[src/include/zcbu_pkg.sv]
// shared constants and types for the zero-compare branch unit
package zcbu_pkg;
	// ---------------------------------------------------------------
	// instruction field layout
	// ---------------------------------------------------------------
	localparam int OPC_HI = 31;
	localparam int OPC_LO = 26;
	localparam int SRC_HI = 25;
	localparam int SRC_LO = 21;
	localparam int SEL_HI = 20;
	localparam int SEL_LO = 16;
	localparam int OFF_HI = 15;
	localparam int OFF_LO = 0;
	localparam int OFF_SHIFT = 2;
	localparam int INSN_W = 32;

	// ---------------------------------------------------------------
	// primary opcodes and register-immediate selectors
	// ---------------------------------------------------------------
	localparam logic [5:0] OPC_REG_IMM = 6'h01;
	localparam logic [5:0] OPC_NONPOS = 6'h06;
	localparam logic [5:0] OPC_POS = 6'h07;
	localparam logic [5:0] OPC_NONPOS_LIKELY = 6'h16;
	localparam logic [5:0] OPC_POS_LIKELY = 6'h17;
	localparam logic [4:0] SEL_NEG = 5'h00;
	localparam logic [4:0] SEL_NONNEG = 5'h01;
	localparam logic [4:0] SEL_NEG_LIKELY = 5'h02;
	localparam logic [4:0] SEL_NONNEG_LIKELY = 5'h03;
	localparam logic [4:0] SEL_NEG_LINK = 5'h10;
	localparam logic [4:0] SEL_NONNEG_LINK = 5'h11;
	localparam logic [4:0] SEL_NEG_LINK_LIKELY = 5'h12;
	localparam logic [4:0] SEL_NONNEG_LINK_LIKELY = 5'h13;
	localparam logic [4:0] SEL_ZERO = 5'h00;

	// ---------------------------------------------------------------
	// link register and address offsets
	// ---------------------------------------------------------------
	localparam logic [4:0] LINK_REG = 5'h1f;
	localparam int SLOT_OFFSET = 4;
	localparam int LINK_OFFSET = 8;
	localparam int XLEN = 64;

	// condition class of a decoded branch
	typedef enum logic [3:0] {
		ZCBU_COND_NEG = 4'b0001,
		ZCBU_COND_NONNEG = 4'b0010,
		ZCBU_COND_POS = 4'b0100,
		ZCBU_COND_NONPOS = 4'b1000
	} zcbu_cond_t;

	// decoded branch
	typedef struct packed {
		logic valid;
		logic likely;
		logic link;
		zcbu_cond_t cond;
	} zcbu_dec_t;

	// redirect request to fetch
	typedef struct packed {
		logic valid;
		logic [XLEN-1:0] target;
	} zcbu_redir_t;

	// link write to the register file
	typedef struct packed {
		logic valid;
		logic [4:0] index;
		logic [XLEN-1:0] data;
	} zcbu_wb_t;
endpackage

[src/verilog/zcbu_decode.sv]
// instruction decoder for the compare-against-zero branch family
`timescale 1ns/1ps
`default_nettype none
module zcbu_decode (
	input wire logic [31:0] insn_i,
	output zcbu_pkg::zcbu_dec_t dec_o
);
	import zcbu_pkg::*;

	// -----------------------------------------------------------------
	// field extraction
	// -----------------------------------------------------------------
	wire logic [5:0] opc = insn_i[OPC_HI:OPC_LO];
	wire logic [4:0] sel = insn_i[SEL_HI:SEL_LO];
	wire logic is_register_immediate_group = (opc == OPC_REG_IMM);
	// second field must be zero for the positive/nonpositive forms
	wire logic sel_zero = (sel == SEL_ZERO);

	// one-hot form matches
	wire logic m_pos = (opc == OPC_POS) && sel_zero; // RQ11
	wire logic m_pos_l = (opc == OPC_POS_LIKELY) && sel_zero; // RQ11
	wire logic m_npos = (opc == OPC_NONPOS) && sel_zero; // RQ11
	wire logic m_npos_l = (opc == OPC_NONPOS_LIKELY) && sel_zero; // RQ11
	wire logic m_neg = is_register_immediate_group && (sel == SEL_NEG); // RQ11
	wire logic m_neg_l = is_register_immediate_group && (sel == SEL_NEG_LIKELY); // RQ11
	wire logic m_neg_k = is_register_immediate_group && (sel == SEL_NEG_LINK); // RQ11
	wire logic m_neg_kl = is_register_immediate_group && (sel == SEL_NEG_LINK_LIKELY); // RQ11
	wire logic m_nn = is_register_immediate_group && (sel == SEL_NONNEG); // RQ11
	wire logic m_nn_l = is_register_immediate_group && (sel == SEL_NONNEG_LIKELY); // RQ11
	wire logic m_nn_k = is_register_immediate_group && (sel == SEL_NONNEG_LINK); // RQ11
	wire logic m_nn_kl = is_register_immediate_group && (sel == SEL_NONNEG_LINK_LIKELY); // RQ11

	// -----------------------------------------------------------------
	// class grouping
	// -----------------------------------------------------------------
	wire logic any_neg = m_neg | m_neg_l | m_neg_k | m_neg_kl;
	wire logic any_nn = m_nn | m_nn_l | m_nn_k | m_nn_kl;
	wire logic any_pos = m_pos | m_pos_l;
	wire logic any_npos = m_npos | m_npos_l;

	assign dec_o.valid = any_neg | any_nn | any_pos | any_npos;
	assign dec_o.likely = m_pos_l | m_npos_l | m_neg_l | m_neg_kl
		| m_nn_l | m_nn_kl;
	assign dec_o.link = m_neg_k | m_neg_kl | m_nn_k | m_nn_kl;
	assign dec_o.cond = any_neg ? ZCBU_COND_NEG :
		any_nn ? ZCBU_COND_NONNEG :
		any_pos ? ZCBU_COND_POS : ZCBU_COND_NONPOS;
endmodule // zcbu_decode
`default_nettype wire

[src/verilog/zcbu_top.sv]
// branch resolution for the compare-against-zero branch family
`timescale 1ns/1ps
`default_nettype none
// Functional notes
// RQ1 - target is slot address plus offset times four
// RQ2 - taken branch runs exactly one delay slot
// RQ3 - untaken likely branch cancels its delay slot
// RQ4 - link forms always write branch address plus 8
// RQ5 - link with source r31 is not trapped
// RQ6 - nonneg forms take when sign bit clear
// RQ7 - positive forms need sign clear and nonzero
// RQ8 - nonpositive forms take on sign set or zero
// RQ9 - negative forms take when sign bit set
// RQ10 - evaluate in branch cycle, redirect next cycle
// RQ11 - decode by opcode and second register field
module zcbu_top (
	input wire logic CLK_SYS_I,
	input wire logic RESETN_I,
	input wire logic INSN_VALID_I,
	input wire logic [31:0] INSN_I,
	input wire logic [zcbu_pkg::XLEN-1:0] PC_I,
	input wire logic [zcbu_pkg::XLEN-1:0] SRC_VAL_I,
	input wire logic MODE64_I,
	output zcbu_pkg::zcbu_redir_t REDIR_O,
	output logic SLOT_CANCEL_O,
	output zcbu_pkg::zcbu_wb_t LINK_WB_O,
	output logic BRANCH_O,
	output logic TAKEN_O
);
	import zcbu_pkg::*;

	// -----------------------------------------------------------------
	// decode
	// -----------------------------------------------------------------
	zcbu_dec_t dec;

	zcbu_decode zcbu_decode_i (
		.insn_i(INSN_I),
		.dec_o(dec)
	);

	// a new branch is accepted only outside the previous branch's shadow
	logic shadow_q;
	wire logic br_go = INSN_VALID_I && dec.valid && !shadow_q;

	// -----------------------------------------------------------------
	// target arithmetic
	// -----------------------------------------------------------------
	wire logic [15:0] offset = INSN_I[OFF_HI:OFF_LO];
	// sign-extend to full width, then scale to a word offset
	wire logic [XLEN-1:0] off_ext = {{(XLEN-16){offset[15]}}, offset};
	wire logic [XLEN-1:0] off_scl = off_ext << OFF_SHIFT; // RQ1
	wire logic [XLEN-1:0] slot_pc = PC_I + XLEN'(SLOT_OFFSET);
	wire logic [XLEN-1:0] tgt64 = slot_pc + off_scl; // RQ1
	// 32-bit mode keeps the sign-extended low word
	wire logic [XLEN-1:0] tgt = MODE64_I ? tgt64 :
		{{(XLEN-32){tgt64[31]}}, tgt64[31:0]}; // RQ1
	wire logic [XLEN-1:0] link64 = PC_I + XLEN'(LINK_OFFSET); // RQ4
	wire logic [XLEN-1:0] link_val = MODE64_I ? link64 :
		{{(XLEN-32){link64[31]}}, link64[31:0]}; // RQ4

	// -----------------------------------------------------------------
	// condition evaluation
	// -----------------------------------------------------------------
	// sign bit follows the current operating width
	wire logic sign = MODE64_I ? SRC_VAL_I[63] : SRC_VAL_I[31]; // RQ6
	// zero test covers every bit of the current width
	wire logic is_zero = MODE64_I ? (SRC_VAL_I == '0) :
		(SRC_VAL_I[31:0] == 32'h0000_0000); // RQ8
	logic cond;

	// one condition per class, selected by the decoded form
	always_comb begin
		case (dec.cond)
			ZCBU_COND_NEG: cond = sign; // RQ9
			ZCBU_COND_NONNEG: cond = !sign; // RQ6
			ZCBU_COND_POS: cond = !sign && !is_zero; // RQ7
			ZCBU_COND_NONPOS: cond = sign || is_zero; // RQ8
			default: cond = 1'b0;
		endcase
	end

	// r31 as source is neither checked nor trapped here
	wire logic take = br_go && cond; // RQ5

	// -----------------------------------------------------------------
	// branch-cycle outputs (link write, status)
	// -----------------------------------------------------------------
	zcbu_wb_t wb_d;
	assign wb_d.valid = br_go && dec.link; // RQ4
	assign wb_d.index = LINK_REG;
	assign wb_d.data = link_val;

	// link is registered in the branch cycle, regardless of outcome
	always_ff @(posedge CLK_SYS_I) begin
		if (!RESETN_I) begin
			LINK_WB_O <= '0;
		end else begin
			LINK_WB_O <= wb_d; // RQ4 RQ10
		end
	end

	// shadow marks the delay-slot cycle after any accepted branch
	always_ff @(posedge CLK_SYS_I) begin
		if (!RESETN_I) begin
			shadow_q <= 1'b0;
			BRANCH_O <= 1'b0;
			TAKEN_O <= 1'b0;
		end else begin
			shadow_q <= br_go; // RQ2
			BRANCH_O <= br_go;
			TAKEN_O <= take;
		end
	end

	// -----------------------------------------------------------------
	// pc redirect and slot cancel, one cycle after the branch
	// -----------------------------------------------------------------
	zcbu_redir_t redir_d;
	assign redir_d.valid = take; // RQ2
	assign redir_d.target = tgt; // RQ1
	// only likely forms nullify, and only when not taken
	wire logic cancel_d = br_go && dec.likely && !cond; // RQ3

	// fetch sees the target in the slot cycle, so slot runs once
	always_ff @(posedge CLK_SYS_I) begin
		if (!RESETN_I) begin
			REDIR_O <= '0;
			SLOT_CANCEL_O <= 1'b0;
		end else begin
			REDIR_O <= redir_d; // RQ10
			SLOT_CANCEL_O <= cancel_d; // RQ3
		end
	end
endmodule // zcbu_top
`default_nettype wire

[config.mk]
export PLATFORM = sky130hd
export DESIGN_NAME = zcbu_top
export DESIGN_NICKNAME = d
export VERILOG_FILES = /design/src/include/zcbu_pkg.sv /design/src/verilog/zcbu_decode.sv /design/src/verilog/zcbu_top.sv
export SDC_FILE = /design/constraint.sdc
export NUM_CORES = 1
export LEC_CHECK = 0
export ABC_AREA = 1
export BUFFER_PORTS_ARGS = -buffer_cell sky130_fd_sc_hd__buf_2
export CORE_AREA = 2 2 189 191
export CTS_CLUSTER_SIZE = 20
export DETAILED_ROUTE_END_ITERATION = 10
export DIE_AREA = 0 0 191 193
export MAX_ROUTING_LAYER = met4
export PLACE_DENSITY_LB_ADDON = 0.12
export SYNTH_ARGS = -nofsm -noshare
export SYNTH_HDL_FRONTEND = slang
export SYNTH_SLANG_ARGS = --single-unit
[constraint.sdc]
create_clock -name CLK_SYS_I -period 3.3 [get_ports CLK_SYS_I]
set_clock_uncertainty 0.1 [all_clocks]
set_input_delay 0 -clock CLK_SYS_I [delete_from_list [all_inputs] [get_ports CLK_SYS_I]]
set_output_delay 0 -clock CLK_SYS_I [all_outputs]
set_load 0.02 [all_outputs]
==> out/summary.txt, run 1 <==
Yosys reg bits = 131
Clock tree buffer depth = 2
Initial drt markers = 816
RSZ-0062 raised after global routing = false
Grt total ovfl = 0
Clock power frac = 0.334
Switching share of power = 0.385
Die Y-Extent = 193 um
Sequential share of power = 0.293
Top post-synthesis cells by count = 673 x nand2_1, 345 x inv_1, 230 x nor2_1
Worst Max-Slew Pin Slew = 0.605 ns
Largest area contributor in the netlist = dfxtp_1
Pin count of the biggest net entering global routing = 54
Final instance area = 15600 um2
Synth warnings = 0
Top_reg_cell synth = dfxtp_1
GR Util All Layers = 0.271
Final Hold Viols = 0
Post-synth net total = 2326
Minimum clock period after layout = 3.06 ns
Place WS = 0.295 ns
Synth Instances = 2039
Max-cap violation count = 0
Net count, final = 2714
Fin Setup TNS = 0 ns
Placement Cell Area = 14000 um2
Die ar. = 36900 um2
Via count = 13947
H-tree depth = 4
Final design utilization = 0.446
Synth area leaders = dfxtp_1 22%, nand2_1 21%, ha_1 13%
Logic gate share of total power = 0.374
Synth unique cells = 42
Sequential area share after synthesis = 0.218
Crit path capture type = flop
P per Cell Area = 391 nW/um2
Arr. time, crit path = 3.35 ns
CTS buffer count = 17
Clk root buf = clkbuf_16
Hpwl dp = 40600 um
Drt wl/cell = 16.8 um
Crit-path max FO = 14
Layout Cells excl Fill = 2901
HP Class = in2reg
Crit start category = input port
Switching power total = 0.00234 W
Setup ws final = 0.244 ns
Internal = 0.00375 W
IO Count = 302
Syn-to-layout area delta = 29.5%
Initial antenna violation count = 0
WS Path Type = in2reg
Slew headroom = 0.597
Final period util = 0.926
Max Slew Vio Count = 0
Via density per instance = 4.81
Post-CTS resize count = 0
Num Clock Sinks = 131
Fillers = 3860
VDD IR max = 0.392 mV
Outcome = finished, final reports clean
Vias in the first global route = 13091
Row count = 69
Final setup vio count = 0
Starting Density = 0.344
Cell Area, Synth = 12000 um2
Post-Route WL = 48700 um
Post-synth top area share = 0.218
IO buf count = 296
Top-count cell post-synth = nand2_1
Initial DRT Pass Iterations = 5
# DRC = 0
Die width = 191 um
CTS tree = built
Skew-Pair Late Insertion Delay = 0.45 ns
Placed Cells = 2773
Clock transition at path regs = 0.06 ns
Lkg Pwr = 8.59 nW
First-pass GRT wire length = 72900 um
Async SR Flop Fraction = 0
N_diodes = 0
Share of cells above drive strength 1 = 0.165
Fmax = 327 MHz
Post-synth EDFFs = 0
Post-Syn Area per Cell = 5.90 um2
Post-route antenna net violation count = 0
Final GP Congestion = 0.931
Std-Cell Core Area = 35000 um2
Worst EP required = 3.60 ns
## through the flow
stage,power [W],hold WS [ns]
2_1_floorplan,0.00322,-0.0723
3_3_place_gp,0.00397,0.0889
3_5_place_dp,0.00398,0.0946
4_1_cts,0.00613,0.0141
5_1_grt,0.00647,0.0390
6_report,0.00609,0.0230
## timing repair
item | in CTS | in global routing
setup buffers | 0 | 0
hold buffers | 96 | 0
hold endpoints to repair | 88 | 0
## sequential cells by signal, indices dropped and copies added (netlist names)
signal and flops:
LINK_WB_O 66, REDIR_O 63, SLOT_CANCEL_O 1, shadow_q 1
## worst max-delay path, stage by stage
cell	delay, ns
dlygate4sd3_1	0.52
buf_2	0.30
mux2i_1	0.38
xor2_1	0.19
dlygate4sd3_1	0.58
nand2_1	0.07
dlygate4sd3_1	0.58
a21oi_1	0.17
dlygate4sd3_1	0.57
## cell usage in the layout (no fill, tap or decap), drive strengths merged, types with 27 or more instances in the layout
master       synthesis  layout
a21oi              155     155
buf                 15     306
dfxtp              131     131
dlygate4sd3          0      96
ha                 122     122
inv                355     356
nand2              683     683
nand3              118     118
nand4               36      36
nor2               239     239
nor3                37      37
o21ai               39      39
xor2                27      27
## power by group through the flow
stage	logic [W]	clock network, W	registers [W]
after global placement	0.00216	0	0.00182
after global routing	0.00253	0.00214	0.00180
final	0.00228	0.00203	0.00178
after CTS	0.00227	0.00208	0.00179
after detailed placement	0.00216	0	0.00182
after floorplan	0.00120	0	0.00202
## layer usage
layer / global-route usage / share of wire
met5: - / 0
met4: 0.0850 / 0.023
met3: 0.0255 / 0.050
met2: 0.432 / 0.46
met1: 0.362 / 0.47
## final timing paths
check | start | endpoint | slack (ns) | cells after the start
hold / removal | INSN_I[8] | REDIR_O[10]$_SDFF_PN0_ | 0.02 | 4
setup reg to reg | shadow_q$_SDFF_PN0_ | REDIR_O[64]$_SDFF_PN0_ | 1.07 | 7
hold reg to reg | shadow_q$_SDFF_PN0_ | shadow_q$_SDFF_PN0_ | 1.08 | 4
setup / recovery | MODE64_I | REDIR_O[64]$_SDFF_PN0_ | 0.24 | 9
## logic make-up (layout without fill, tap and decap cells)
group / count (synthesis) / in the layout / synth area share
DFF: 131 / 131 / 0.218
AOI/OAI and AO/OA: 210 / 210 / 0.101
adders and majority gates: 123 / 123 / 0.129
buffers and inverters: 388 / 789 / 0.125
xor gates and xnor gates: 40 / 40 / 0.0307
muxes: 1 / 1 / 0.000832
and+or+nand+nor: 1146 / 1146 / 0.396
## final cells by class
cell class                      instances  area [um2]  area share
Clock buffer                           20         457      0.0293
Clock inverter                         12         154     0.00987
Timing Repair Buffer                  402        2540       0.163
Sequential cell                       131        2620       0.168
Inverter                              355        1330      0.0856
Tap cell                              461         577      0.0370
Multi-Input combinational cell       1520        7900       0.507
Note: power is estimated with default switching activity, not from simulation.
==> run 2: changes to the inputs <==
--- a/config.mk
+++ b/config.mk
@@ -7,12 +7,13 @@
 export LEC_CHECK = 0
 export ABC_AREA = 1
 export BUFFER_PORTS_ARGS = -buffer_cell sky130_fd_sc_hd__buf_2
-export CORE_AREA = 2 2 189 191
+export CORE_AREA = 2 2 191 193
 export CTS_CLUSTER_SIZE = 20
 export DETAILED_ROUTE_END_ITERATION = 10
-export DIE_AREA = 0 0 191 193
+export DIE_AREA = 0 0 193 195
 export MAX_ROUTING_LAYER = met4
 export PLACE_DENSITY_LB_ADDON = 0.12
 export SYNTH_ARGS = -nofsm -noshare
 export SYNTH_HDL_FRONTEND = slang
+export SYNTH_HIERARCHICAL = 1
 export SYNTH_SLANG_ARGS = --single-unit
==> run 2 against run 1 <==
- hold slack got worse by 0.016 ns
- count of clock-buffer cells in the layout unchanged
- sequential share of layout area decreased by 0.31 points
- critical path depth increased by 8
==> out/summary.txt, run 2 <==
Syn-to-layout area delta = 28.4% (was 29.5%)
Grt total ovfl = 0 (unchanged)
# DRC = 0 (unchanged)
Minimum clock period after layout = 2.97 ns (was 3.06 ns)
Initial drt markers = 928 (was 816)
Initial DRT Pass Iterations = 5 (unchanged)
Net count, final = 2737 (was 2714)
Synth Instances = 2063 (was 2039)
Biggest regs = LINK_WB_O: 66 flops, REDIR_O: 63 flops (unchanged)
Fillers = 3870 (was 3860)
Share of cells above drive strength 1 = 0.185 (was 0.165)
Pin count of the biggest net entering global routing = 64 (was 54)
Starting Density = 0.349 (was 0.344)
Top-count cell post-synth = nand2_1 (unchanged)
Crit start category = input port (unchanged)
Synth warnings = 6 (was 0)
Crit path capture type = flop (unchanged)
Num Clock Sinks = 131 (unchanged)
Skew-Pair Late Insertion Delay = 0.45 ns (about the same)
Outcome = finished, final reports clean (unchanged)
Post-synth net total = 2350 (was 2326)
Max Slew Vio Count = 0 (unchanged)
Lkg Pwr = 8.65 nW (was 8.59 nW)
Vias in the first global route = 13317 (was 13091)
Async SR Flop Fraction = 0 (unchanged)
Clk root buf = clkbuf_16 (unchanged)
Crit-path max FO = 21 (was 14)
Sequential area share after synthesis = 0.212 (was 0.218)
P per Cell Area = 377 nW/um2 (was 391 nW/um2)
Cell Area, Synth = 12400 um2 (was 12000 um2)
Drt wl/cell = 16.1 um (was 16.8 um)
VDD IR max = 0.412 mV (was 0.392 mV)
Placed Cells = 2793 (was 2773)
Die Y-Extent = 195 um (was 193 um)
Tot Pwr = 0.00598 W (was 0.00609 W)
Synth unique cells = 44 (was 42)
Die width = 193 um (was 191 um)
Layout Cells excl Fill = 2924 (was 2901)
Biggest register = LINK_WB_O (unchanged)
Setup ws final = 0.326 ns (was 0.244 ns)
Largest area contributor in the netlist = dfxtp_1 (unchanged)
Max reg flops = 66 (unchanged)
Final Hold Viols = 0 (unchanged)
Max-cap violation count = 0 (unchanged)
Row count = 69 (unchanged)
Worst Max-Slew Pin Slew = 0.893 ns (was 0.605 ns)
CTS buffer count = 17 (unchanged)
Synth area leaders = dfxtp_1 21%, nand2_1 21%, ha_1 12% (was dfxtp_1 22%, nand2_1 21%, ha_1 13%)
Via density per instance = 4.73 (was 4.81)
Hpwl dp = 39300 um (was 40600 um)
Post-CTS resize count = 0 (unchanged)
GR Util All Layers = 0.259 (was 0.271)
Clock tree buffer depth = 2 (unchanged)
RSZ-0062 raised after global routing = false (unchanged)
Std-Cell Core Area = 35400 um2 (was 35000 um2)
Place WS = 0.334 ns (was 0.295 ns)
Top_reg_cell synth = dfxtp_1 (unchanged)
Initial antenna violation count = 0 (unchanged)
Final GP Congestion = 0.998 (was 0.931)
Most frequent cells in the layout = 688 x nand2_1, 351 x inv_1, 296 x buf_2 (was 673 x nand2_1, 345 x inv_1, 296 x buf_2)
Post-synth EDFFs = 0 (unchanged)
Fin Setup TNS = 0 ns (unchanged)
Post-Syn Area per Cell = 5.99 um2 (was 5.90 um2)
Post-route antenna net violation count = 0 (unchanged)
Post-CTS Repair Setup Buffers = 0 (unchanged)
Footprint of the multi-input gates = 8170 um2 (was 7900 um2)
Slew headroom = 0.403 (was 0.597)
Commonest non-fill, non-tap cell in the layout = nand2_1 (unchanged)
Final setup vio count = 0 (unchanged)
Top post-synthesis cells by count = 688 x nand2_1, 352 x inv_1, 195 x nor2_1 (was 673 x nand2_1, 345 x inv_1, 230 x nor2_1)
Yosys reg bits = 131 (unchanged)
Post-synth top area share = 0.212 (was 0.218)
Reg area = 2620 um2 (unchanged)
Clock transition at path regs = 0.06 ns (about the same)
Arr. time, crit path = 3.26 ns (was 3.35 ns)
HP Class = in2reg (unchanged)
Post-Route WL = 47000 um (was 48700 um)
Via count = 13841 (was 13947)
CTS tree = built (unchanged)
Fmax = 336 MHz (was 327 MHz)
N_diodes = 0 (unchanged)
IO buf count = 296 (unchanged)
Final period util = 0.901 (was 0.926)
H-tree depth = 4 (unchanged)
Die ar. = 37600 um2 (was 36900 um2)
First-pass GRT wire length = 71200 um (was 72900 um)
IO Count = 302 (unchanged)
WS Path Type = in2reg (unchanged)
Worst EP required = 3.58 ns (was 3.60 ns)
[run 2: changes by cell type after synthesis, sizes merged, moves of 3 or more]
cell    before  now
a21oi      155  152
clkbuf      18   21
inv        355  364
nand2      683  698
nor2       239  216
nor3        37   47
nor4        13   17
or2          2   11
xor2        27   21
[run 2: layout make-up]
| type | count | share of cell area |
|---|---|---|
| Inverter | 364 | 0.0862 |
| Clock inverter | 12 | 0.00843 |
| Sequential cell | 131 | 0.165 |
| Clock buffer | 20 | 0.0281 |
| Timing Repair Buffer | 403 | 0.161 |
| Tap cell | 461 | 0.0363 |
| Multi-Input combinational cell | 1533 | 0.515 |
[run 2: where the power goes]
group	switching, W	total [W]	internal, W
sequential	0.0000448	0.00179	0.00174
combinational	0.00150	0.00228	0.000782
clock	0.000785	0.00191	0.00113
[run 2: per-layer routing]
layer | track usage | share of wire | routed length, um
met5 | - | 0 | 0
met4 | 0.0982 | 0.030 | 1430
met3 | 0.0237 | 0.047 | 2200
met2 | 0.423 | 0.46 | 21500
met1 | 0.329 | 0.47 | 21900
[run 2: cell families after synthesis]
kind of cell | count (synthesis) | share of synthesized area
AO/OA/AOI/OAI | 210 | 0.106
XOR/XNOR | 34 | 0.0262
adder cells (fa/ha/maj) | 123 | 0.125
buffers and inverters | 399 | 0.127
flip-flops | 131 | 0.212
multiplexers | 1 | 0.000810
AND/OR/NAND/NOR | 1165 | 0.402
[run 2: worst max-delay path, cell delays in order]
cell and delay, ns:
dlygate4sd3_1 0.53, buf_2 0.18, ha_1 0.29, ha_1 0.19, inv_1 0.06, fa_1 0.35, inv_1 0.09, nand3_1 0.11
nand2_1 0.16, nand3_1 0.10, nand3b_2 0.16, nand2_2 0.10, nand2_4 0.15, xor2_4 0.19, nand2_4 0.19, buf_12 0.23
a21oi_2 0.15
[run 2: timing repair]
action	in CTS	in global routing
hold buffers	99	0
setup endpoints to repair	0	0
endpoints found under the hold margin	77	0
[run 2: final timing paths]
path | start | to | slack, ns | cells after the start
setup / recovery | PC_I[3] | REDIR_O[45]$_SDFF_PN0_ | 0.33 | 17
hold / removal | SRC_VAL_I[31] | REDIR_O[64]$_SDFF_PN0_ | 0.007 | 6
setup reg to reg | shadow_q$_SDFF_PN0_ | SLOT_CANCEL_O$_SDFF_PN0_ | 1.89 | 6
hold reg to reg | shadow_q$_SDFF_PN0_ | shadow_q$_SDFF_PN0_ | 0.46 | 3
[run 2: per-stage QoR]
step / util / cell area [um2] / hold WS [ns]
floorplan: - / 12400 / -0.0723
global placement: 0.404 / 14300 / 0.0838
detailed placement: 0.404 / 14300 / 0.0866
CTS: 0.448 / 15900 / 0.00564
global route: 0.448 / 15900 / 0.0391
finish: 0.448 / 15900 / 0.00747
==> run 3: changes to the inputs <==
--- a/config.mk
+++ b/config.mk
@@ -7,10 +7,10 @@
 export LEC_CHECK = 0
 export ABC_AREA = 1
 export BUFFER_PORTS_ARGS = -buffer_cell sky130_fd_sc_hd__buf_2
-export CORE_AREA = 2 2 191 193
+export CORE_AREA = 2 2 172 216
 export CTS_CLUSTER_SIZE = 20
 export DETAILED_ROUTE_END_ITERATION = 10
-export DIE_AREA = 0 0 193 195
+export DIE_AREA = 0 0 174 218
 export MAX_ROUTING_LAYER = met4
 export PLACE_DENSITY_LB_ADDON = 0.12
 export SYNTH_ARGS = -nofsm -noshare
==> run 3 against run 2 <==
- cell count grew 0.48%
- critical path depth is the same
- total power shrank 0.94%
- sequential cell count is the same
- register-to-register slack lost 0.02 ns
- non-clock buffer count shrank 5
- core utilization shrank 0.73 points
- wire length grew 2.9%
- first-iteration DRC count shrank 24%
- hold slack gained 0.010 ns
- sequential share of layout area is essentially flat
- count of clock-buffer cells in the layout shrank 1
- critical endpoint is now REDIR_O[51]$_SDFF_PN0_
- largest cell class unchanged
- highest routed layer unchanged
==> out/summary.txt, run 3 (synthesis gave the netlist of run 2 again) <==
Crit start category = input port (unchanged)
HP Start = SRC_VAL_I[31] (unchanged)
Crit-path max FO = 30 (was 21)
WS Path Type = in2reg (unchanged)
Num Clock Sinks = 131 (unchanged)
Biggest register = LINK_WB_O (unchanged)
Post-route antenna net violation count = 0 (unchanged)
Reg-to-reg slack, setup = 1.87 ns (was 1.89 ns)
Post-CTS resize count = 0 (unchanged)
Share of cells above drive strength 1 = 0.185 (about the same)
Pin count of the biggest net entering global routing = 65 (was 64)
VDD IR max = 0.366 mV (was 0.412 mV)
Final period util = 0.864 (was 0.901)
Die ar. = 37900 um2 (was 37600 um2)
Die width = 174 um (was 193 um)
Initial antenna violation count = 0 (unchanged)
Outcome = finished, final reports clean (unchanged)
Worst flop-to-flop path endpoint = SLOT_CANCEL_O$_SDFF_PN0_ (unchanged)
CTS buffer count = 17 (unchanged)
Fmax = 351 MHz (was 336 MHz)
RSZ-0062 raised after global routing = false (unchanged)
Most frequent cells in the layout = 688 x nand2_1, 351 x inv_1, 296 x buf_2 (unchanged)
Max-cap violation count = 0 (unchanged)
Post-CTS Repair Setup Buffers = 0 (unchanged)
Switching share of power = 0.399 (was 0.390)
Reg-to-reg critical path startpoint = shadow_q$_SDFF_PN0_ (unchanged)
Clock transition at path regs = 0.06 ns (about the same)
GR Util All Layers = 0.264 (was 0.259)
Final setup vio count = 0 (unchanged)
H-tree depth = 4 (unchanged)
IO Count = 302 (unchanged)
Worst setup path endpoint = REDIR_O[51]$_SDFF_PN0_ (was REDIR_O[45]$_SDFF_PN0_)
Skew-Pair Late Insertion Delay = 0.45 ns (about the same)
Via density per instance = 4.79 (was 4.73)
Max reg flops = 66 (unchanged)
Clock tree buffer depth = 2 (unchanged)
Row count = 78 (was 69)
Logic gate share of total power = 0.383 (was 0.382)
Worst EP required = 3.58 ns (about the same)
Minimum clock period after layout = 2.85 ns (was 2.97 ns)
Worst Max-Slew Pin Slew = 0.775 ns (was 0.893 ns)
Met1 WL = 20500 um (was 21900 um)
# DRC = 0 (unchanged)
Initial DRT Pass Iterations = 5 (unchanged)
Slew headroom = 0.483 (was 0.403)
Net count, final = 2732 (was 2737)
Clock power frac = 0.316 (was 0.320)
IO buf count = 296 (unchanged)
Worst setup path start = PC_I[3] (unchanged)
Final Hold Viols = 0 (unchanged)
Met3 wire len = 2110 um (was 2200 um)
Drt wl/cell = 16.5 um (was 16.1 um)
Internal = 0.00356 W (was 0.00365 W)
Std-Cell Core Area = 35900 um2 (was 35400 um2)
First-pass GRT wire length = 74500 um (was 71200 um)
Fin Setup TNS = 0 ns (unchanged)
Vias in the first global route = 13931 (was 13317)
Hold Slack = 0.0176 ns (was 0.00747 ns)
HP Class = in2reg (unchanged)
Arr. time, crit path = 3.13 ns (was 3.26 ns)
Met2 wire len = 23800 um (was 21500 um)
Cts hold-fix bufs = 95 (was 99)
Final GP Congestion = 0.965 (was 0.998)
Clk root buf = clkbuf_16 (unchanged)
Via count = 14068 (was 13841)
Die Y-Extent = 218 um (was 195 um)
P per Cell Area = 374 nW/um2 (was 377 nW/um2)
Initial drt markers = 708 (was 928)
Grt total ovfl = 0 (unchanged)
Syn-to-layout area delta = 28.1% (was 28.4%)
Lkg Pwr = 8.62 nW (was 8.65 nW)
Commonest non-fill, non-tap cell in the layout = nand2_1 (unchanged)
Crit path capture type = flop (unchanged)
Switching power total = 0.00236 W (was 0.00233 W)
Top Layer Used = met4 (unchanged)
Starting Density = 0.344 (was 0.349)
N_diodes = 0 (unchanged)
Hpwl dp = 40100 um (was 39300 um)
Max Slew Vio Count = 0 (unchanged)
Worst Reg-to-Reg Cells = 6 (unchanged)
Sequential share of power = 0.300 (was 0.298)
Post-Route WL = 48400 um (was 47000 um)
Biggest regs = LINK_WB_O: 66 flops, REDIR_O: 63 flops (unchanged)
CTS tree = built (unchanged)
run 3: cell types whose count changed in the layout (fill, tap and decap cells not counted), moves of 2 or more:
cell           before  now
dlygate4sd3_1      99   95
inv_6               0    4
buf_4               6    4
clkinvlp_4          5    3
run 3: worst max-delay path, stage by stage:
cell and delay (ns):
dlygate4sd3_1 0.53, buf_2 0.17, ha_1 0.29, ha_1 0.18, inv_1 0.06, fa_1 0.35
inv_1 0.10, nand3_1 0.13, nand2_1 0.15, nand3_1 0.10, nand3b_2 0.16, nand2_2 0.09
nand2_4 0.14, xor2_4 0.18, nand2_4 0.10, buf_12 0.19, a21oi_2 0.16
run 3: power by group through the flow:
stage | combinational (W) | clock (W) | sequential [W]
floorplan | 0.00121 | 0 | 0.00202
global placement | 0.00217 | 0 | 0.00182
detailed placement | 0.00217 | 0 | 0.00181
CTS | 0.00227 | 0.00192 | 0.00178
global route | 0.00253 | 0.00200 | 0.00179
finish | 0.00227 | 0.00188 | 0.00178
run 3: area by class of cell:
cell class / count / area, um2
Clock inverter: 13 / 128
Tap cell: 480 / 601
Fill cell: 4012 / 20100
Clock buffer: 19 / 433
Multi-Input combinational cell: 1533 / 8170
Inverter: 364 / 1370
Sequential cell: 131 / 2620
Timing Repair Buffer: 398 / 2520
run 3: through the flow:
step	std cells	total power, W	worst slack (ns)	instance area [um2]	utilization
2_1_floorplan	2063	0.00323	1.18	12400	-
3_3_place_gp	2811	0.00399	0.601	14300	0.399
3_5_place_dp	2811	0.00399	0.559	14300	0.399
4_1_cts	2938	0.00597	0.486	15800	0.441
5_1_grt	2938	0.00632	0.231	15800	0.441
6_report	2938	0.00593	0.449	15800	0.441
run 3: metal layers:
metal | global-route usage | vias to the layer above
met4 | 0.113 | 0
met1 | 0.305 | 6275
met5 | - | -
met2 | 0.465 | 464
li1 | - | 7224
met3 | 0.0274 | 105
run 3: how the worst min path moves through the flow:
stage,end,depth (start not counted)
5_1_grt,REDIR_O[8]$_SDFF_PN0_,4
6_report,REDIR_O[64]$_SDFF_PN0_,6
4_1_cts,REDIR_O[64]$_SDFF_PN0_,6
3_3_place_gp,LINK_WB_O[0]$_SDFF_PN0_,3
3_5_place_dp,LINK_WB_O[0]$_SDFF_PN0_,3
2_1_floorplan,LINK_WB_O[67]$_DFF_P_,0
